==> config.mk <==
export PLATFORM = sky130hd
export DESIGN_NAME = mahpm_regs
export DESIGN_NICKNAME = d
export VERILOG_FILES = /design/src/core/mahpm_pkg.sv /design/src/core/mahpm_regs.sv
export SDC_FILE = /design/constraint.sdc
export NUM_CORES = 1
export LEC_CHECK = 0
export ABC_AREA = 0
export BUFFER_PORTS_ARGS = -buffer_cell sky130_fd_sc_hd__buf_2
export CAP_MARGIN = 5
export CORE_AREA = 2 2 175 177
export CTS_BUF_LIST = sky130_fd_sc_hd__clkbuf_8 sky130_fd_sc_hd__clkbuf_16
export CTS_CLUSTER_DIAMETER = 150
export CTS_CLUSTER_SIZE = 30
export DETAILED_ROUTE_END_ITERATION = 8
export DIE_AREA = 0 0 177 179
export RECOVER_POWER = 25
export SLEW_MARGIN = 20
export SYNTH_ARGS = -nofsm -noshare
export SYNTH_HDL_FRONTEND = slang
export SYNTH_SLANG_ARGS = --single-unit
==> constraint.sdc <==
create_clock -name pclk -period 2.6 [get_ports pclk]
set_input_delay 0.13 -clock pclk [delete_from_list [all_inputs] [get_ports pclk]]
set_output_delay 0.13 -clock pclk [all_outputs]
set_load 0.01 [all_outputs]
==> src/core/mahpm_pkg.sv <==
// Package: register map, field layout, reset values and carriers for the MAC address block
package mahpm_pkg;
  // Register byte offsets
  localparam logic [11:0] STATION_ADDR_UPPER_OFS = 12'h104;
  localparam logic [11:0] STATION_ADDR_LOWER_OFS = 12'h108;
  localparam logic [11:0] GROUP_HASH_UPPER_OFS = 12'h10C;
  localparam logic [11:0] GROUP_HASH_LOWER_OFS = 12'h110;
  localparam logic [11:0] PHY_MGMT_CONTROL_OFS = 12'h114;
  localparam logic [11:0] PHY_MGMT_VALUE_OFS = 12'h118;
  localparam logic [11:0] FILTER_CONTROL_OFS = 12'h128;
  // Reset values
  localparam logic [15:0] STATION_ADDR_UPPER_RST = 16'hFFFF;
  localparam logic [31:0] STATION_ADDR_LOWER_RST = 32'hFFFFFFFF;
  localparam logic [31:0] GROUP_HASH_RST = 32'h00000000;
  localparam logic [15:0] PHY_VALUE_RST = 16'h0000;
  localparam logic [4:0] PHY_FIELD_RST = 5'h00;
  // Control register field positions
  localparam int PHY_ADDR_MSB = 15;
  localparam int PHY_ADDR_LSB = 11;
  localparam int PHY_INDEX_MSB = 10;
  localparam int PHY_INDEX_LSB = 6;
  localparam int PHY_WRITE_BIT = 1;
  localparam int PHY_PENDING_BIT = 0;
  localparam int ACCEPT_ALL_GROUP_BIT = 0;

  // Request towards the PHY management port
  typedef struct packed {
    logic valid;
    logic write;
    logic [4:0] phy_addr;
    logic [4:0] index;
    logic [15:0] wdata;
  } mahpm_phy_req_t;

  // Answer from the PHY management port
  typedef struct packed {
    logic done;
    logic [15:0] rdata;
  } mahpm_phy_rsp_t;

  // One received destination address offered for filtering
  typedef struct packed {
    logic valid;
    logic [47:0] dest;
  } mahpm_rx_addr_t;

  // Filter verdict
  typedef struct packed {
    logic valid;
    logic station_match;
    logic group;
    logic accept;
  } mahpm_verdict_t;
endpackage : mahpm_pkg

==> src/core/mahpm_regs.sv <==
// MAC station address, group hash filter and indirect PHY management registers
// Behaviour
// - Upper address bits 15:0, reset all ones
// - Lower address full word, reset all ones
// - Octets one to six from low bytes
// - Address kept under reset-protection, not plain reset
// - Two 32-bit hash words, reset zero
// - Hash index from destination address
// - Index MSB picks word, rest picks bit
// - Accept multicast when selected bit set
// - Accept-all-group passes every multicast frame
// - Bits 10:6 select PHY register
// - Bit 1 selects write, else read
// - Software sets bit 0; device clears it
// - Busy reads one throughout access
// - Read data loaded on the same edge that busy clears
// - 16-bit data field, reset zero
`timescale 1ns/1ps
module mahpm_regs
  import mahpm_pkg::*;
(
  // APB clock and reset
  input wire logic pclk,
  input wire logic presetn,
  // Reset-protection reset for the station address
  input wire logic prot_resetn,
  // APB slave
  input wire logic psel,
  input wire logic penable,
  input wire logic pwrite,
  input wire logic [11:0] paddr,
  input wire logic [31:0] pwdata,
  input wire logic [3:0] pstrb,
  output logic [31:0] prdata,
  output logic pready,
  output logic pslverr,
  // Receive filter
  input wire mahpm_rx_addr_t rx_addr,
  output mahpm_verdict_t verdict,
  // PHY management port
  output mahpm_phy_req_t phy_req,
  input wire mahpm_phy_rsp_t phy_rsp
);

  // Register state
  logic [15:0] station_addr_upper;
  logic [31:0] station_addr_lower;
  logic [31:0] group_hash_upper;
  logic [31:0] group_hash_lower;
  logic [4:0] phy_addr;
  logic [4:0] phy_reg_index;
  logic phy_write_select;
  logic phy_access_pending;
  logic [15:0] phy_value;
  logic accept_all_group;

  // Controller states
  typedef enum logic [2:0] {
    MAHPM_IDLE = 3'b001,
    MAHPM_ISSUE = 3'b010,
    MAHPM_WAIT = 3'b100
  } mahpm_state_t;
  mahpm_state_t state;

  // Hash index: top six bits of the destination CRC
  function automatic logic [5:0] mahpm_hash(input logic [47:0] dest);
    logic [31:0] crc;
    crc = 32'hFFFFFFFF;
    for (int i = 0; i < 48; i++) begin
      crc = (crc[31] ^ dest[i]) ? ((crc << 1) ^ 32'h04C11DB7) : (crc << 1);
    end
    return crc[31:26];
  endfunction : mahpm_hash

  // Byte-lane merge of a write
  function automatic logic [31:0] mahpm_merge(input logic [31:0] old, input logic [31:0] wd,
                                              input logic [3:0] strb);
    logic [31:0] res;
    res = old;
    for (int b = 0; b < 4; b++) begin
      if (strb[b]) begin
        res[b*8 +: 8] = wd[b*8 +: 8];
      end
    end
    return res;
  endfunction : mahpm_merge

  // APB decode
  logic access;
  logic wr;
  logic mapped;
  logic [31:0] next_word;
  assign access = psel && penable && pready;
  assign wr = access && pwrite;
  assign mapped = paddr inside {STATION_ADDR_UPPER_OFS, STATION_ADDR_LOWER_OFS,
                                GROUP_HASH_UPPER_OFS, GROUP_HASH_LOWER_OFS,
                                PHY_MGMT_CONTROL_OFS, PHY_MGMT_VALUE_OFS,
                                FILTER_CONTROL_OFS};

  // Read data mux, reserved bits zero
  logic [31:0] rd_mux;
  always_comb begin
    rd_mux = 32'h00000000;
    unique case (paddr)
      STATION_ADDR_UPPER_OFS: rd_mux = {16'h0000, station_addr_upper};
      STATION_ADDR_LOWER_OFS: rd_mux = station_addr_lower;
      GROUP_HASH_UPPER_OFS: rd_mux = group_hash_upper;
      GROUP_HASH_LOWER_OFS: rd_mux = group_hash_lower;
      PHY_MGMT_CONTROL_OFS: rd_mux = {16'h0000, phy_addr, phy_reg_index, 4'h0,
                                      phy_write_select, phy_access_pending};
      PHY_MGMT_VALUE_OFS: rd_mux = {16'h0000, phy_value};
      FILTER_CONTROL_OFS: rd_mux = {31'h00000000, accept_all_group};
      default: rd_mux = 32'h00000000;
    endcase
  end
  assign next_word = mahpm_merge(rd_mux, pwdata, pstrb);

  // APB handshake: no wait state, answer registered
  always_ff @(posedge pclk or negedge presetn) begin
    if (!presetn) begin
      pready <= 1'b0;
      prdata <= 32'h00000000;
      pslverr <= 1'b0;
    end else begin
      pready <= psel && !penable;
      if (psel && !penable) begin
        prdata <= pwrite ? 32'h00000000 : rd_mux;
        pslverr <= !mapped;
      end else if (access) begin
        pslverr <= 1'b0;
      end
    end
  end

  // Station address, reset only by the protection reset
  always_ff @(posedge pclk or negedge prot_resetn) begin
    if (!prot_resetn) begin
      station_addr_upper <= STATION_ADDR_UPPER_RST;
      station_addr_lower <= STATION_ADDR_LOWER_RST;
    end else if (wr) begin
      if (paddr == STATION_ADDR_UPPER_OFS) begin
        station_addr_upper <= next_word[15:0];
      end
      if (paddr == STATION_ADDR_LOWER_OFS) begin
        station_addr_lower <= next_word;
      end
    end
  end

  // Group hash table and filter control
  always_ff @(posedge pclk or negedge presetn) begin
    if (!presetn) begin
      group_hash_upper <= GROUP_HASH_RST;
      group_hash_lower <= GROUP_HASH_RST;
      accept_all_group <= 1'b0;
    end else if (wr) begin
      if (paddr == GROUP_HASH_UPPER_OFS) begin
        group_hash_upper <= next_word;
      end
      if (paddr == GROUP_HASH_LOWER_OFS) begin
        group_hash_lower <= next_word;
      end
      if (paddr == FILTER_CONTROL_OFS) begin
        accept_all_group <= next_word[ACCEPT_ALL_GROUP_BIT];
      end
    end
  end

  // Filter evaluation
  logic [5:0] hash_idx;
  logic hash_bit;
  logic [47:0] station;
  assign hash_idx = mahpm_hash(rx_addr.dest);
  assign hash_bit = hash_idx[5] ? group_hash_upper[hash_idx[4:0]]
                                : group_hash_lower[hash_idx[4:0]];
  // First received octet sits in the low byte of the lower word
  assign station = {station_addr_upper, station_addr_lower};

  // Registered verdict
  always_ff @(posedge pclk or negedge presetn) begin
    if (!presetn) begin
      verdict <= '0;
    end else begin
      verdict.valid <= rx_addr.valid;
      verdict.station_match <= rx_addr.dest == station;
      verdict.group <= rx_addr.dest[0];
      verdict.accept <= rx_addr.dest[0] ? (accept_all_group || hash_bit)
                                        : (rx_addr.dest == station);
    end
  end

  // Management control fields, writable only while idle
  logic ctrl_wr;
  logic start;
  assign ctrl_wr = wr && paddr == PHY_MGMT_CONTROL_OFS && !phy_access_pending;
  assign start = ctrl_wr && next_word[PHY_PENDING_BIT];
  always_ff @(posedge pclk or negedge presetn) begin
    if (!presetn) begin
      phy_addr <= PHY_FIELD_RST;
      phy_reg_index <= PHY_FIELD_RST;
      phy_write_select <= 1'b0;
    end else if (ctrl_wr) begin
      phy_addr <= next_word[PHY_ADDR_MSB:PHY_ADDR_LSB];
      phy_reg_index <= next_word[PHY_INDEX_MSB:PHY_INDEX_LSB];
      phy_write_select <= next_word[PHY_WRITE_BIT];
    end
  end

  // Access sequencer and self-clearing busy
  always_ff @(posedge pclk or negedge presetn) begin
    if (!presetn) begin
      state <= MAHPM_IDLE;
      phy_access_pending <= 1'b0;
      phy_req <= '0;
    end else begin
      unique case (state)
        MAHPM_IDLE: begin
          if (start) begin
            state <= MAHPM_ISSUE;
            phy_access_pending <= 1'b1;
          end
        end
        MAHPM_ISSUE: begin
          phy_req.valid <= 1'b1;
          phy_req.write <= phy_write_select;
          phy_req.phy_addr <= phy_addr;
          phy_req.index <= phy_reg_index;
          phy_req.wdata <= phy_value;
          state <= MAHPM_WAIT;
        end
        MAHPM_WAIT: begin
          if (phy_rsp.done) begin
            phy_req.valid <= 1'b0;
            phy_access_pending <= 1'b0;
            state <= MAHPM_IDLE;
          end
        end
        default: state <= MAHPM_IDLE;
      endcase
    end
  end

  // Data register: software writes while idle, read result loaded at completion
  always_ff @(posedge pclk or negedge presetn) begin
    if (!presetn) begin
      phy_value <= PHY_VALUE_RST;
    end else if (state == MAHPM_WAIT && phy_rsp.done && !phy_req.write) begin
      phy_value <= phy_rsp.rdata;
    end else if (wr && paddr == PHY_MGMT_VALUE_OFS && !phy_access_pending) begin
      phy_value <= next_word[15:0];
    end
  end

  // Checks on the access sequencer and the busy flag
  a_busy_on_start: assert property (@(posedge pclk) disable iff (!presetn)
    start |=> phy_access_pending ##1 phy_req.valid)
    else $error("busy or request missing after start");
  a_busy_held: assert property (@(posedge pclk) disable iff (!presetn)
    phy_req.valid && !phy_rsp.done |=> phy_access_pending)
    else $error("busy dropped during access");
  a_busy_clears: assert property (@(posedge pclk) disable iff (!presetn)
    state == MAHPM_WAIT && phy_rsp.done |=> !phy_access_pending && state == MAHPM_IDLE)
    else $error("busy not cleared at completion");
  // Busy covers the whole walk, so software never sees a gap
  a_busy_state: assert property (@(posedge pclk) disable iff (!presetn)
    phy_access_pending == (state != MAHPM_IDLE))
    else $error("busy flag out of step with sequencer");
  // A stray state code would leave busy stuck
  a_state_onehot: assert property (@(posedge pclk) disable iff (!presetn)
    $onehot(state))
    else $error("sequencer state not one-hot");
  // Nothing is offered to the PHY while idle
  a_idle_quiet: assert property (@(posedge pclk) disable iff (!presetn)
    state == MAHPM_IDLE |-> !phy_req.valid)
    else $error("request raised while idle");

  // Checks on what the PHY is offered and what comes back
  a_req_steady: assert property (@(posedge pclk) disable iff (!presetn)
    phy_req.valid && !phy_rsp.done |=> $stable(phy_req))
    else $error("request changed before answer");
  // Request copies the registers on the cycle it rises
  a_write_data: assert property (@(posedge pclk) disable iff (!presetn)
    $rose(phy_req.valid) |-> phy_req.wdata == phy_value && phy_req.index == phy_reg_index)
    else $error("request fields wrong");
  a_write_dir: assert property (@(posedge pclk) disable iff (!presetn)
    $rose(phy_req.valid) |-> phy_req.write == phy_write_select)
    else $error("direction wrong");
  a_read_loaded: assert property (@(posedge pclk) disable iff (!presetn)
    state == MAHPM_WAIT && phy_rsp.done && !phy_req.write
      |=> phy_value == $past(phy_rsp.rdata))
    else $error("read data not loaded");
  // A write access leaves the value register as software set it
  a_write_keeps: assert property (@(posedge pclk) disable iff (!presetn)
    state == MAHPM_WAIT && phy_rsp.done && phy_req.write |=> $stable(phy_value))
    else $error("write access disturbed data register");

  // Software writes are shut out while an access runs
  a_value_locked: assert property (@(posedge pclk) disable iff (!presetn)
    phy_access_pending && !phy_rsp.done |=> $stable(phy_value))
    else $error("data register changed during access");
  a_ctrl_locked: assert property (@(posedge pclk) disable iff (!presetn)
    phy_access_pending |=> $stable(phy_reg_index) && $stable(phy_write_select))
    else $error("control fields changed during access");

  // Checks on the receive filter verdict
  // Hash words held still so the verdict traces to one table
  a_hash_accept: assert property (@(posedge pclk) disable iff (!presetn)
    rx_addr.dest[0] && !accept_all_group && $stable(group_hash_upper)
      && $stable(group_hash_lower) |=> verdict.accept == $past(hash_bit))
    else $error("hash verdict wrong");
  a_pass_all: assert property (@(posedge pclk) disable iff (!presetn)
    rx_addr.dest[0] && accept_all_group |=> verdict.accept)
    else $error("pass-all multicast not honoured");
  // Unicast frames are judged by the station address alone
  a_unicast_match: assert property (@(posedge pclk) disable iff (!presetn)
    !rx_addr.dest[0] |=> verdict.accept == verdict.station_match && !verdict.group)
    else $error("unicast verdict wrong");
  a_verdict_valid: assert property (@(posedge pclk) disable iff (!presetn)
    rx_addr.valid |=> verdict.valid && verdict.group == $past(rx_addr.dest[0]))
    else $error("verdict not raised");

  // Checks on register writes; a full-width write lands as sent
  a_lower_write: assert property (
    @(posedge pclk) disable iff (!presetn || !prot_resetn)
    wr && paddr == STATION_ADDR_LOWER_OFS && pstrb == 4'hF
      |=> station_addr_lower == $past(pwdata))
    else $error("lower station word not written");
  a_upper_write: assert property (
    @(posedge pclk) disable iff (!presetn || !prot_resetn)
    wr && paddr == STATION_ADDR_UPPER_OFS && pstrb[1:0] == 2'h3
      |=> station_addr_upper == $past(pwdata[15:0]))
    else $error("upper station word not written");
  a_hash_write: assert property (@(posedge pclk) disable iff (!presetn)
    wr && paddr == GROUP_HASH_UPPER_OFS && pstrb == 4'hF
      |=> group_hash_upper == $past(pwdata))
    else $error("hash word not written");
  a_value_write: assert property (@(posedge pclk) disable iff (!presetn)
    wr && paddr == PHY_MGMT_VALUE_OFS && !phy_access_pending && pstrb[1:0] == 2'h3
      |=> phy_value == $past(pwdata[15:0]))
    else $error("data register not written");

  // Checks on the APB answer
  // Reserved control bits read zero
  a_reserved_zero: assert property (@(posedge pclk) disable iff (!presetn)
    psel && !penable && !pwrite && paddr == PHY_MGMT_CONTROL_OFS |=> prdata[5:2] == 4'h0
      && prdata[31:16] == 16'h0000)
    else $error("reserved bits nonzero");
  a_busy_readback: assert property (@(posedge pclk) disable iff (!presetn)
    psel && !penable && !pwrite && paddr == PHY_MGMT_CONTROL_OFS
      |=> prdata[PHY_PENDING_BIT] == $past(phy_access_pending))
    else $error("busy bit misreported");
  // Unmapped offsets answer with an error and zero data
  a_unmapped_error: assert property (@(posedge pclk) disable iff (!presetn)
    psel && !penable && !mapped |=> pslverr && prdata == 32'h00000000)
    else $error("unmapped access not refused");
  a_pready_timing: assert property (@(posedge pclk) disable iff (!presetn)
    psel && !penable |=> pready)
    else $error("pready late");
  // pready stands one cycle, so a back-to-back setup is seen afresh
  a_pready_pulse: assert property (@(posedge pclk) disable iff (!presetn)
    pready |=> !pready)
    else $error("pready held too long");

  // Main scenarios
  c_phy_read: cover property (@(posedge pclk) disable iff (!presetn)
    state == MAHPM_WAIT && phy_rsp.done && !phy_req.write);
  c_phy_write: cover property (@(posedge pclk) disable iff (!presetn)
    state == MAHPM_WAIT && phy_rsp.done && phy_req.write);
  c_hash_hit: cover property (@(posedge pclk) disable iff (!presetn)
    verdict.valid && verdict.group && verdict.accept);
  c_pass_all: cover property (@(posedge pclk) disable iff (!presetn)
    verdict.valid && verdict.group && verdict.accept && accept_all_group);
  c_unmapped: cover property (@(posedge pclk) disable iff (!presetn) access && pslverr);
endmodule : mahpm_regs

# [Word level (Yosys, flattened, before mapping)]
# Cells that the tools add are included.
[word_totals] ff_bits=210 inputBits=120 out_inout_bits=66
[classes] order_cmp=1 eq_ne=13 muxes=71 bitwise=94 n_reduce_logical=29
[op_table] operator="27-bit 2-to-1 mux" count=48
[op_table] operator="14-bit NOT" count=47
[op_table] operator="32-bit one-hot mux with 7 select lines" count=1
[op_table] operator="12-bit by 9-bit equality test with 1-bit output (second input constant)" count=7
[op_table] operator="48-bit equality test" count=1
[op_table] operator="1-bit XOR" count=42
[op_table] operator="16-bit 2-to-1 mux" count=2
[op_table] operator="32-bit 2-to-1 mux" count=1
[op_table] operator="8-bit 2-to-1 mux" count=4
[op_table] operator="2-bit AND reduction" count=7
[op_table] operator="1-bit logical AND" count=11
[op_table] operator="1-bit binary-select mux with 5-bit select" count=2
[op_table] operator="3-bit one-hot mux with 3 select lines" count=1
[op_table] operator="1-bit 2-to-1 mux" count=8
[op_table] operator="2-bit nonzero test" count=4
[op_table] operator="7-bit nonzero test" count=1
[op_table] operator="5-bit by 6-bit less-than comparator with 1-bit output (second input constant)" count=1
[op_table] operator="3-bit 2-to-1 mux" count=2
[op_table] operator="1-bit XOR (first input constant)" count=5
[op_table] operator="1-bit zero test" count=4
[op_table] operator="2-bit != test (second input constant)" count=2
[op_table] operator="1-bit one-hot mux with 2 select lines" count=2
[op_table] operator="3-bit by 1-bit equality test with 1-bit output (second input constant)" count=1
[op_table] operator="3-bit by 2-bit equality test with 1-bit output (second input constant)" count=1
[op_table] operator="other kinds (3)" count=3

# [Depth between registers and ports, before layout]
# Gate-level depths: netlist (run 1).
[depth] depth_word=100 depth_mapped=14 depth_no_buf=12

# [Worst setup path before layout (run 1)]
# Ideal clock, no wire load.
[synth_timing] path_kind="input-to-reg" from="input rx_addr[0] (netlist bit)" to="register verdict[0] (netlist bit)" arrival_ps=4486 setup_slack_ps=-2012 stages=14 n_path_buf=2 cell_sequence="buf_4 > xor3_1 > xnor2_2 > xnor3_1 > xor2_1 > xor3_1 > xnor3_1 > xnor2_1 > clkbuf_1 > mux4_2 > mux2_2 > nand3b_1 > nand4b_1 > o32a_1"
[synth_between] elab_chain_len=67
[synth_rtl] item="from (decl)" line_no="mahpm_regs.sv:38" rtl="input wire mahpm_rx_addr_t rx_addr,"
[synth_rtl] item="27-bit 2-to-1 mux" line_no="mahpm_regs.sv:70" rtl="crc = (crc[31] ^ dest[i]) ? ((crc << 1) ^ 32'h04C11DB7) : (crc << 1);"
[synth_rtl] item="14-bit NOT (no source line)"
[synth_rtl] item="27-bit 2-to-1 mux" line_no="mahpm_regs.sv:70"
[synth_rtl] item="27-bit 2-to-1 mux or 14-bit NOT (tied branches) (2 in series)"
[synth_rtl] item="27-bit 2-to-1 mux" line_no="mahpm_regs.sv:70"
[synth_rtl] item="14-bit NOT (no source line) or 27-bit 2-to-1 mux (tied branches)"
[synth_rtl] item="27-bit 2-to-1 mux" line_no="mahpm_regs.sv:70"
[synth_rtl] item="27-bit 2-to-1 mux or 14-bit NOT (tied branches) (2 in series)"
[synth_rtl] item="[47 not listed]"
[synth_rtl] item="27-bit 2-to-1 mux (3 in series)" line_no="mahpm_regs.sv:70"
[synth_rtl] item="14-bit NOT (no source line)"
[synth_rtl] item="27-bit 2-to-1 mux" line_no="mahpm_regs.sv:70"
[synth_rtl] item="1-bit binary-select mux with 5-bit select (on tied branches)" line_no="mahpm_regs.sv:175, mahpm_regs.sv:174"
[synth_rtl] item="1-bit 2-to-1 mux (on tied branches)" line_no="mahpm_regs.sv:175, mahpm_regs.sv:174"
[synth_rtl] item="1-bit 2-to-1 mux" line_no="mahpm_regs.sv:174" rtl="assign hash_bit = hash_idx[5] ? group_hash_upper[hash_idx[4:0]]"
[synth_rtl] item="1-bit logical OR" line_no="mahpm_regs.sv:187" rtl="verdict.accept <= rx_addr.dest[0] ? (accept_all_group || hash_bit)"
[synth_rtl] item="1-bit 2-to-1 mux (*)" line_no="mahpm_regs.sv:187"
[synth_rtl] item="to (decl)" line_no="mahpm_regs.sv:39" rtl="output mahpm_verdict_t verdict,"
# Mark *: on every way between the ends. The rest lies on a longest branch, timed or not. The select of a mux whose other input is x is not followed.
# A chain may end at the register's enable or synchronous reset.

# [Final worst setup path (run 1)]
[layout_timing] from="input rx_addr[3] (netlist bit)" to="register verdict[0] (netlist bit)"
[layout_between] elab_chain_len=63
[layout_rtl] item="1-bit XOR" line_no="mahpm_regs.sv:70"
[layout_rtl] item="27-bit 2-to-1 mux" line_no="mahpm_regs.sv:70"
[layout_rtl] item="14-bit NOT (no source line)"
[layout_rtl] item="27-bit 2-to-1 mux" line_no="mahpm_regs.sv:70"
[layout_rtl] item="14-bit NOT (no source line) or 27-bit 2-to-1 mux (tied branches)"
[layout_rtl] item="27-bit 2-to-1 mux or 14-bit NOT (tied branches)"
[layout_rtl] item="27-bit 2-to-1 mux" line_no="mahpm_regs.sv:70"
[layout_rtl] item="27-bit 2-to-1 mux or 14-bit NOT (tied branches)"
[layout_rtl] item="[45 not listed]"
[layout_rtl] item="27-bit 2-to-1 mux (3 in series)" line_no="mahpm_regs.sv:70"
[layout_rtl] item="14-bit NOT (no source line)"
[layout_rtl] item="27-bit 2-to-1 mux" line_no="mahpm_regs.sv:70"
[layout_rtl] item="1-bit binary-select mux with 5-bit select (on tied branches)" line_no="mahpm_regs.sv:175, mahpm_regs.sv:174"
[layout_rtl] item="1-bit 2-to-1 mux (on tied branches)" line_no="mahpm_regs.sv:175, mahpm_regs.sv:174"
[layout_rtl] item="1-bit 2-to-1 mux" line_no="mahpm_regs.sv:174"
[layout_rtl] item="1-bit logical OR" line_no="mahpm_regs.sv:187"
[layout_rtl] item="1-bit 2-to-1 mux (*)" line_no="mahpm_regs.sv:187"
# Marks and branches as above.

==> flow_summary.toml, run 1 <==
[floorplanning]
num_rows = 64
design.core.area_um2 = 30000
die_area_um2 = 31700
io_pins = 186
die_h_um = 179
initial_core_util_pct = 42.1
die_w_um = 177

[synthesis]
ys.flop_type = "dfrtp_1"
synth.distinct_cells = 50
synth_edf_count = 0
async_flop_share_pct = 100
ys.warnings.count = 0
syn-num-nets = 1276
ys_seq_area_share_pct = 42.0
mappedNetlistArea_um2 = 12700
ys_seq_elements = 210
post_synth.cell_area_avg_um2 = 10.9
postSynthCellCount = 1156

[cells_and_area]
n_fill_cell = 2702
drive_gt1_share_pct = 37.2
final_util_pct = 54.3
antenna_cells = 0
final_cell_mix = "198 x buf_4, 194 x nand2_1, 175 x buf_2"
syn_to_final_growth_pct = 28.9
nets = 1622
layout_commonest_cell = "buf_4"
fin_cells = 1902

[critical_path]
crit_start = "rx_addr[3]"
r2r_start = "group_hash_lower[15]$_DFFE_PN0P_"
crit_slowest_cell = "xor3_2"
r2r_cells = 7
r2r-end = "group_hash_upper[15]$_DFFE_PN0P_"
crit_type = "in2reg"
critPathMaxStageDelay_ps = 510
arrival_ps = 4170
cp.required_ps = 2970
rrSetupSlack_ps = 110
crit_chain = "buf_4 > xor3_2 > xnor2_2 > buf_4 > xnor2_2 > xnor2_2 > xnor3_1 > xnor3_2 > xnor2_4 > buf_12 > mux4_2 > mux2_2 > nand3b_1 > nand4b_1 > o32a_1"
start_kind = "input port"
cp_max_fo = 12
crit_path_end_kind = "register"
cpMostUsedCell = "xnor2_2"

[status]
status = "complete, but fails checks"
failed_checks = "capacitance limit, slew limit, setup timing"

[cts]
clk_latency_ps = 490
numCtsBuffers = 10
clock_path_buffers = 3
clock_sinks = 210
clk_pin_slew_ps = 120
clock-root-buffer = "clkbuf_16"
cts_tree = "yes"
cts_max_level = 1

[routing]
drcViolationCount = 0
drt-initial-drc-count = 1002
num_vias = 10100
drt-pass1-iter-count = 5
routed_wl_um = 41500
drtAntennaViolNets = 0
wire_per_inst_um = 21.8
vias_per_cell = 5.33

[grt]
grt_overflow = 0
grt_start_max_net_pins = 71
antenna_found_initial = 0
first_global_vias = 9956
gr-usage-all-layers_pct = 26.6
grt_first_pass_wirelength_um = 62300

[job]
drv_cap = 1

[placed_design]
gp_congestion = 0.964
hpwlAfterDp_um = 32600
port_buffers = 185
dp_cells = 1854

[timing]
grt_setup_unrepaired = "true"
finalMaxSlewViolations = 70
slew_headroom_pct = -20.5
finalSetupViolCount = 1
layout_min_cycle_time_ps = 3800
hold_violations = 0
setup_tns_ps = -1200
fin_skew_ps = 20.3
fmax_mhz = 263
worst_pin_slew_ps = 1810
timing.final.crit_share_pct = 146
fin_ws_ps = -1200

[power_and_ir_drop]
p_leak_nw = 8.00
ir_worst_vdd_uv = 2610
p_per_area_nw_per_um2 = 1740

[worst_hold_path]
hold-path-endpoint = "station_addr_lower[23]$_DFFE_PN1P_"
holdCritPathClass = "in2reg"
worstHoldStart = "pwdata[23]"
min_path_cells = 3
[worst max-delay path: cells and delay by family]
| family | cells | cell delay [ps] |
|---|---|---|
| AOI/OAI and AO/OA | 1 | 360 |
| xor gates and xnor gates | 7 | 2150 |
| buffers and inverters | 3 | 540 |
| muxes | 2 | 780 |
| and+or+nand+nor | 2 | 190 |
[flip-flops by register name, summed over array words and instances, names as in the netlist]
signal and cells:
phy_req 28, group_hash_upper 32, phy_value 16, verdict 4, phy_addr 5, accept_all_group 1, state 3, group_hash_lower 32
station_addr_upper 16, prdata 32, phy_access_pending 1, phy_write_select 1, pready 1, phy_reg_index 5, station_addr_lower 32, pslverr 1
[cells by family (layout without fill, tap and decap cells)]
family / after synthesis / after routing / share of synthesized area [%]
xor gates and xnor gates: 244 / 244 / 23.8
and+or+nand+nor: 258 / 258 / 8.73
AOI/OAI and AO/OA: 253 / 253 / 12.2
buffers and inverters: 85 / 435 / 2.83
DFF: 210 / 210 / 42.0
muxes: 106 / 106 / 10.5
[cell usage after synthesis (all sizes together), types with 2 or more instances]
library cell | n | area share (%)
clkbuf | 55 | 1.6
mux4 | 16 | 2.9
a21oi | 8 | 0.32
buf | 21 | 0.93
inv | 9 | 0.27
nor2b | 5 | 0.25
o21ai | 159 | 6.3
nand2b | 6 | 0.30
xor3 | 8 | 1.5
nor4 | 15 | 0.74
xnor2 | 107 | 8.1
a222oi | 7 | 0.55
nand3 | 7 | 0.28
and2 | 2 | 0.099
or3 | 2 | 0.099
xor2 | 82 | 5.7
a221o | 5 | 0.40
a2111oi | 2 | 0.14
dfrtp | 161 | 32
dfstp | 49 | 10
nand4 | 3 | 0.15
and3 | 2 | 0.099
mux2i | 48 | 3.8
a22o | 27 | 1.9
o22ai | 6 | 0.30
xnor3 | 47 | 8.4
a22oi | 37 | 2.2
nor2 | 9 | 0.27
mux2 | 42 | 3.7
nor3 | 6 | 0.24
nand2 | 194 | 5.8
[power by group]
group | internal (mW) | switching [mW]
clock | 0.775 | 1.03
sequential | 3.29 | 0.0152
combinational | 13.8 | 9.52
total | 17.8 | 10.6
[how the worst max path moves through the flow]
stage                                end  slack (ps)
floorplan           verdict[0]$_DFF_PN0_       -1520
global placement    verdict[0]$_DFF_PN0_       -1820
detailed placement  verdict[0]$_DFF_PN0_       -1850
CTS                 verdict[0]$_DFF_PN0_       -1190
global route        verdict[0]$_DFF_PN0_       -1350
finish              verdict[0]$_DFF_PN0_       -1200
[through the flow]
stage	hold slack [ps]	instance area (µm²)	total power, mW	worst slack (ps)
4_1_cts	3.93	16200	28.9	-1190
3_5_place_dp	206	15500	21.1	-1850
3_3_place_gp	202	15500	21.1	-1820
2_1_floorplan	-166	12800	15.1	-1520
5_1_grt	28.1	16300	29.7	-1350
6_report	14.0	16300	28.4	-1200
[layout make-up]
cell class / count / area, µm² / share of cell area, %
Inverter: 9 / 33.8 / 0.207
Timing Repair Buffer: 410 / 2790 / 17.1
Clock buffer: 11 / 275 / 1.69
Tap cell: 396 / 495 / 3.04
Clock inverter: 5 / 18.8 / 0.115
Sequential cell: 210 / 5320 / 32.6
Multi-Input combinational cell: 861 / 7390 / 45.3
[layer usage]
layer | GRT usage, % | up-vias | wire (µm)
met3 | 3.31 | 38 | 2730
met2 | 40.8 | 389 | 18500
met5 | 0 | - | 0
met4 | 4.79 | 0 | 659
met1 | 40.8 | 4988 | 19600
li1 | - | 4732 | -
[timing repair]
item                                   4_1_cts  5_1_grt
pin swaps                                    9        4
resized for setup                           24       17
setup endpoints to repair                    1        1
endpoints found under the hold margin      104        0
hold buffers                                23        0
buffers inserted                             6        3
No activity file was read; power rests on OpenSTA's default activity.
==> run 2, diff against run 1 <==
--- a/config.mk
+++ b/config.mk
@@ -5,15 +5,16 @@
 export SDC_FILE = /design/constraint.sdc
 export NUM_CORES = 1
 export LEC_CHECK = 0
-export ABC_AREA = 0
+export ABC_AREA = 1
 export BUFFER_PORTS_ARGS = -buffer_cell sky130_fd_sc_hd__buf_2
 export CAP_MARGIN = 5
-export CORE_AREA = 2 2 175 177
+export CORE_AREA = 2 2 197 199
 export CTS_BUF_LIST = sky130_fd_sc_hd__clkbuf_8 sky130_fd_sc_hd__clkbuf_16
 export CTS_CLUSTER_DIAMETER = 150
 export CTS_CLUSTER_SIZE = 30
 export DETAILED_ROUTE_END_ITERATION = 8
-export DIE_AREA = 0 0 177 179
+export DIE_AREA = 0 0 199 201
+export PLACE_DENSITY = 0.65
 export RECOVER_POWER = 25
 export SLEW_MARGIN = 20
 export SYNTH_ARGS = -nofsm -noshare
==> run 2 against run 1 <==
Effect of this change: the flow still finishes with violations (capacitance limit, slew limit, setup timing); critical path type unchanged; synthesized cell count increased by 110%; die area increased by 26%; first-iteration DRC count increased by 53%; global-route usage is 4.3 points higher; critical path depth grew 25; maximum frequency is 4.8% higher.
==> flow_summary.toml, run 2 <==
[cts]
clk_pin_slew_ps = 120
clock-root-buffer = "clkbuf_16"
clk_latency_ps = 480
clock_sinks = 210
cts_max_level = 1
numCtsBuffers = 10
cts_tree = "yes"
clock_path_buffers = 3

[worst_hold_path]
holdCritPathClass = "in2reg"

[grt]
antenna_found_initial = 0
grt_overflow = 0
grt_start_max_net_pins = 70
first_global_vias = 17300
gr-usage-all-layers_pct = 30.9
grt_first_pass_wirelength_um = 95900

[timing]
grt_setup_unrepaired = "true"
timing.hold.ws_ps = 2.61
worst_pin_slew_ps = 2130
fin_ws_ps = -1020
fmax_mhz = 276
layout_min_cycle_time_ps = 3620
timing.final.crit_share_pct = 139
finalSetupViolCount = 1
finalMaxSlewViolations = 108
hold_violations = 0
slew_headroom_pct = -41.7
fin_skew_ps = 18.2

[critical_path]
cpMostUsedCell = "nand3_1"
arrival_ps = 4010
crit_type = "in2reg"
cp.required_ps = 2990
critPathMaxStageDelay_ps = 210
crit_slowest_cell = "nand3_4"
cp_max_fo = 7
crit_path_end_kind = "register"
start_kind = "input port"

[synthesis]
ys_seq_elements = 210
synthTopCellsByCount = "914 x nand2_1, 312 x nand3_1, 247 x inv_1"
mappedNetlistArea_um2 = 16100
async_flop_share_pct = 100
ys.warnings.count = 0
syn-num-nets = 2546
postSynthCellCount = 2426
ys_seq_area_share_pct = 33.0
ys_top_cells_by_area = "dfrtp_1 25%, nand2_1 21%, nand3_1 9.7%"
yosysTopAreaCellShare_pct = 25.0
synth_edf_count = 0
synth_top_area_cell = "dfrtp_1"
post_synth.cell_area_avg_um2 = 6.65
ys.flop_type = "dfrtp_1"
synth.distinct_cells = 47
yosysMostFrequentCell = "nand2_1"

[cells_and_area]
nets = 3029
antenna_cells = 0
final_cell_mix = "814 x nand2_1, 326 x buf_4, 280 x nand3_1"
final_util_pct = 56.0
n_fill_cell = 3663
drive_gt1_share_pct = 30.8
layout_commonest_cell = "nand2_1"
final-seq-area_um2 = 5320
multi_input_area_um2 = 10100
syn_to_final_growth_pct = 32.4

[job]
drv_cap = 2

[power_and_ir_drop]
p_per_area_nw_per_um2 = 1460
switching_share_pct = 52.6
clkPwrFrac_pct = 5.8
pwr-share-comb_pct = 83.6
switchingPower_mw = 16.4
p_leak_nw = 11.1
seqPwrFrac_pct = 10.6
p_int_mw = 14.8
ir_worst_vdd_uv = 2320

[floorplanning]
die_area_um2 = 40000
io_pins = 186
design.core.area_um2 = 38100
die_h_um = 201
num_rows = 72
initial_core_util_pct = 42.3
die_w_um = 199

[routing]
drcViolationCount = 0
wire_per_inst_um = 18.0
routed_wl_um = 61800
drt-pass1-iter-count = 6
vias_per_cell = 5.30
num_vias = 18200
drt-initial-drc-count = 1534
drtAntennaViolNets = 0

[placed_design]
gp_congestion = 0.993
port_buffers = 185
hpwlAfterDp_um = 49300

[status]
status = "complete, but fails checks"
failed_checks = "capacitance limit, slew limit, setup timing"
## run 2: changes by cell type after synthesis, moves of 25 or more
cell,previous run,this run
mux2_2,42,9
nand3_1,7,312
nand2_2,0,70
a21oi_1,8,50
xnor2_1,98,43
inv_1,9,247
inv_2,0,25
o221ai_1,0,34
xnor3_1,44,0
a22oi_1,37,0
nand2_1,194,914
a22o_1,27,0
mux2i_1,48,22
## run 2: worst max-delay path, delay by kind of cell
| kind | cells | cell delay, ps |
|---|---|---|
| buf+inv | 8 | 890 |
| simple gates | 32 | 2970 |
## run 2: path summary, 6_finish.rpt
path	from	depth (start not counted)	end	slack (ps)
min in group asynchronous	presetn	2	verdict[0]$_DFF_PN0_	670
min	pwdata[24]	3	group_hash_upper[24]$_DFFE_PN0P_	3
min reg2reg	phy_req[13]$_DFFE_PN0P_	2	phy_req[13]$_DFFE_PN0P_	500
max reg2reg	group_hash_upper[3]$_DFFE_PN0P_	6	phy_value[3]$_DFFE_PN0P_	410
max in group asynchronous	presetn	3	state[0]$_DFFE_PN1P_	410
max	rx_addr[1]	40	verdict[0]$_DFF_PN0_	-1020
## run 2: cell families (layout without fill, tap and decap cells)
group / count (synthesis) / in the layout / synth area share [%]
AND/OR/NAND/NOR: 1416 / 1419 / 39.1
XOR/XNOR: 113 / 113 / 6.28
buffers and inverters: 360 / 844 / 9.26
AO/OA/AOI/OAI: 296 / 296 / 10.4
multiplexers: 31 / 31 / 1.99
flip-flops: 210 / 210 / 33.0
## run 2: stage by stage
stage	power (mW)	cells	cell area (µm²)	setup TNS [ps]	setup WS, ps
6_report	31.2	3431	21300	-1020	-1020
5_1_grt	34.1	3431	21300	-1400	-1360
4_1_cts	29.2	3408	20700	-915	-915
3_5_place_dp	26.8	3357	19800	-36510	-1670
3_3_place_gp	26.4	3357	19800	-29880	-1660
2_1_floorplan	19.5	2426	16300	-906	-906
## run 2: repair_timing
| item | in CTS | in global routing |
|---|---|---|
| hold buffers | 24 | 0 |
| setup endpoints to repair | 7 | 1 |
| setup buffers | 11 | 19 |
| pin swaps | 17 | 52 |
| endpoints found under the hold margin | 91 | 0 |
| gates resized for setup | 63 | 125 |
| cloned | 0 | 4 |
## run 2: routing by layer
| layer | part of all wire, % | global-route usage (%) |
|---|---|---|
| met5 | 0 | 0 |
| met4 | 4.9 | 13.4 |
| met3 | 6.3 | 2.52 |
| met2 | 46 | 50.5 |
| met1 | 43 | 42.0 |
## run 2: power groups by stage
stage | clock, mW | sequential [mW] | combinational [mW]
floorplan | 0 | 3.36 | 16.2
finish | 1.82 | 3.30 | 26.1
detailed placement | 0 | 3.36 | 23.4
CTS | 1.85 | 3.30 | 24.1
global route | 1.96 | 3.31 | 28.8
global placement | 0 | 3.36 | 23.0
## run 2: cell type report
cell class	count	share of cell area, %
sequential	210	24.9
multi-input combinational	1859	47.5
timing repair buffer	547	18.1
inverter	281	5.08
clock inverter	5	0.0879
tap	518	3.04
clock buffer	11	1.29
==> run 3, diff against run 2 <==
--- a/config.mk
+++ b/config.mk
@@ -14,6 +14,7 @@
 export CTS_CLUSTER_SIZE = 30
 export DETAILED_ROUTE_END_ITERATION = 8
 export DIE_AREA = 0 0 199 201
+export GPL_TIMING_DRIVEN = 0
 export PLACE_DENSITY = 0.65
 export RECOVER_POWER = 25
 export SLEW_MARGIN = 20
==> run 3 against run 2 <==
Effect of this change: the run still ends with capacitance limit, slew limit, setup timing left; flip-flop and latch count stayed put; maximum frequency is 3.4% lower; cell count is 3.5% lower.
==> flow_summary.toml, run 3 (same netlist as run 2, synthesis figures left out) <==
[cts]
cts_max_level = 1
cts_tree = "yes"
clk_pin_slew_ps = 110
clock_path_buffers = 3
numCtsBuffers = 10
clock_sinks = 210
clock-root-buffer = "clkbuf_16"
clk_latency_ps = 480

[cells_and_area]
drive_gt1_share_pct = 34.9
syn_to_final_growth_pct = 37.8
layout_commonest_cell = "nand2_1"
final_cell_mix = "688 x nand2_1, 231 x inv_1, 204 x nand3_1"
nets = 2909
fin_cells = 3312

[critical_path]
cpMostUsedCell = "nand2_1"
arrival_ps = 4130
crit_path_end_kind = "register"
crit_type = "in2reg"
critPathBufInv = 9
cp.required_ps = 2980
critical-path-top-delay-family = "XOR/XNOR gates"
start_kind = "input port"
critPathMaxStageDelay_ps = 410
crit_slowest_cell = "xor2_1"
cp_max_fo = 7

[timing]
slew_headroom_pct = -60.6
hold_violations = 0
fin_skew_ps = 14.9
worst_pin_slew_ps = 2410
finalMaxSlewViolations = 117
fmax_mhz = 267
layout_min_cycle_time_ps = 3750
timing.final.crit_share_pct = 144
fin_ws_ps = -1150
finalSetupViolCount = 1
grt_setup_unrepaired = "true"
setup_tns_ps = -1150

[grt]
gr-usage-all-layers_pct = 31.6
grt_first_pass_wirelength_um = 97100
first_global_vias = 17300
antenna_found_initial = 1
grt_start_max_net_pins = 97
grt_overflow = 0

[routing]
routed_wl_um = 66100
num_vias = 18500
wire_per_inst_um = 20.0
vias_per_cell = 5.57
drt-pass1-iter-count = 5
drtAntennaViolNets = 0
drcViolationCount = 0
drt-initial-drc-count = 1736

[floorplanning]
num_rows = 72
die_h_um = 201
design.core.area_um2 = 38100
io_pins = 186
die_w_um = 199
die_area_um2 = 40000
initial_core_util_pct = 42.3

[worst_hold_path]
holdCritPathClass = "in2reg"

[job]
drv_cap = 2

[status]
failed_checks = "capacitance limit, slew limit, setup timing"
status = "complete, but fails checks"

[placed_design]
dp_cells = 3120
place_ws_ps = -2240
hpwlAfterDp_um = 48700
port_buffers = 175
gp_congestion = 0.969
run 3: worst min-delay path, cell delays in order:
cell and delay [ps]:
buf_2 80, mux2i_1 110, o21ai_0 150
run 3: worst paths after layout:
path,startpoint,cells after the start,endpoint,slack [ps]
hold reg to reg,phy_req[11]$_DFFE_PN0P_,2,phy_req[11]$_DFFE_PN0P_,490
setup / recovery,rx_addr[5],31,verdict[0]$_DFF_PN0_,-1150
min in group asynchronous,presetn,2,group_hash_upper[24]$_DFFE_PN0P_,650
hold / removal,pwdata[26],3,group_hash_upper[26]$_DFFE_PN0P_,20
max in group asynchronous,presetn,3,phy_req[13]$_DFFE_PN0P_,300
setup reg to reg,phy_value[11]$_DFFE_PN0P_,6,phy_value[11]$_DFFE_PN0P_,50
run 3: area by class of cell:
type	instances	area [µm²]
repair buffers	351	2540
multi-input cells	1857	11700
flip-flops and latches	210	5320
fillers	3480	15900
clock buffers	11	275
clock inverters	5	18.8
inverters	281	1150
diodes	1	2.50
plain buffers	78	542
well taps	518	648
run 3: layer usage:
layer	GRT usage (%)	part of all wire, %
met1	41.5	39
met2	52.7	47
met3	2.99	7.7
met4	14.2	5.7
met5	0	0
run 3: timing repair:
action / in CTS / in global routing
buffers inserted: 86 / 62
hold endpoints to repair: 86 / 0
resized for setup: 188 / 448
pin swaps: 78 / 207
setup endpoints to repair: 148 / 106
cloned: 3 / 4
hold buffers: 21 / 0
run 3: through the flow:
stage	hold slack, ps	util [%]	instance area, µm²
6_report	21.8	58.3	22200
5_1_grt	34.3	58.3	22200
4_1_cts	12.2	52.1	19900
3_5_place_dp	116	46.8	17800
3_3_place_gp	239	46.7	17800
2_1_floorplan	-166	-	16300
Power of run 3 is not shown: default switching activity piles up to over one toggle a cycle in this logic, so the estimate is an artifact.
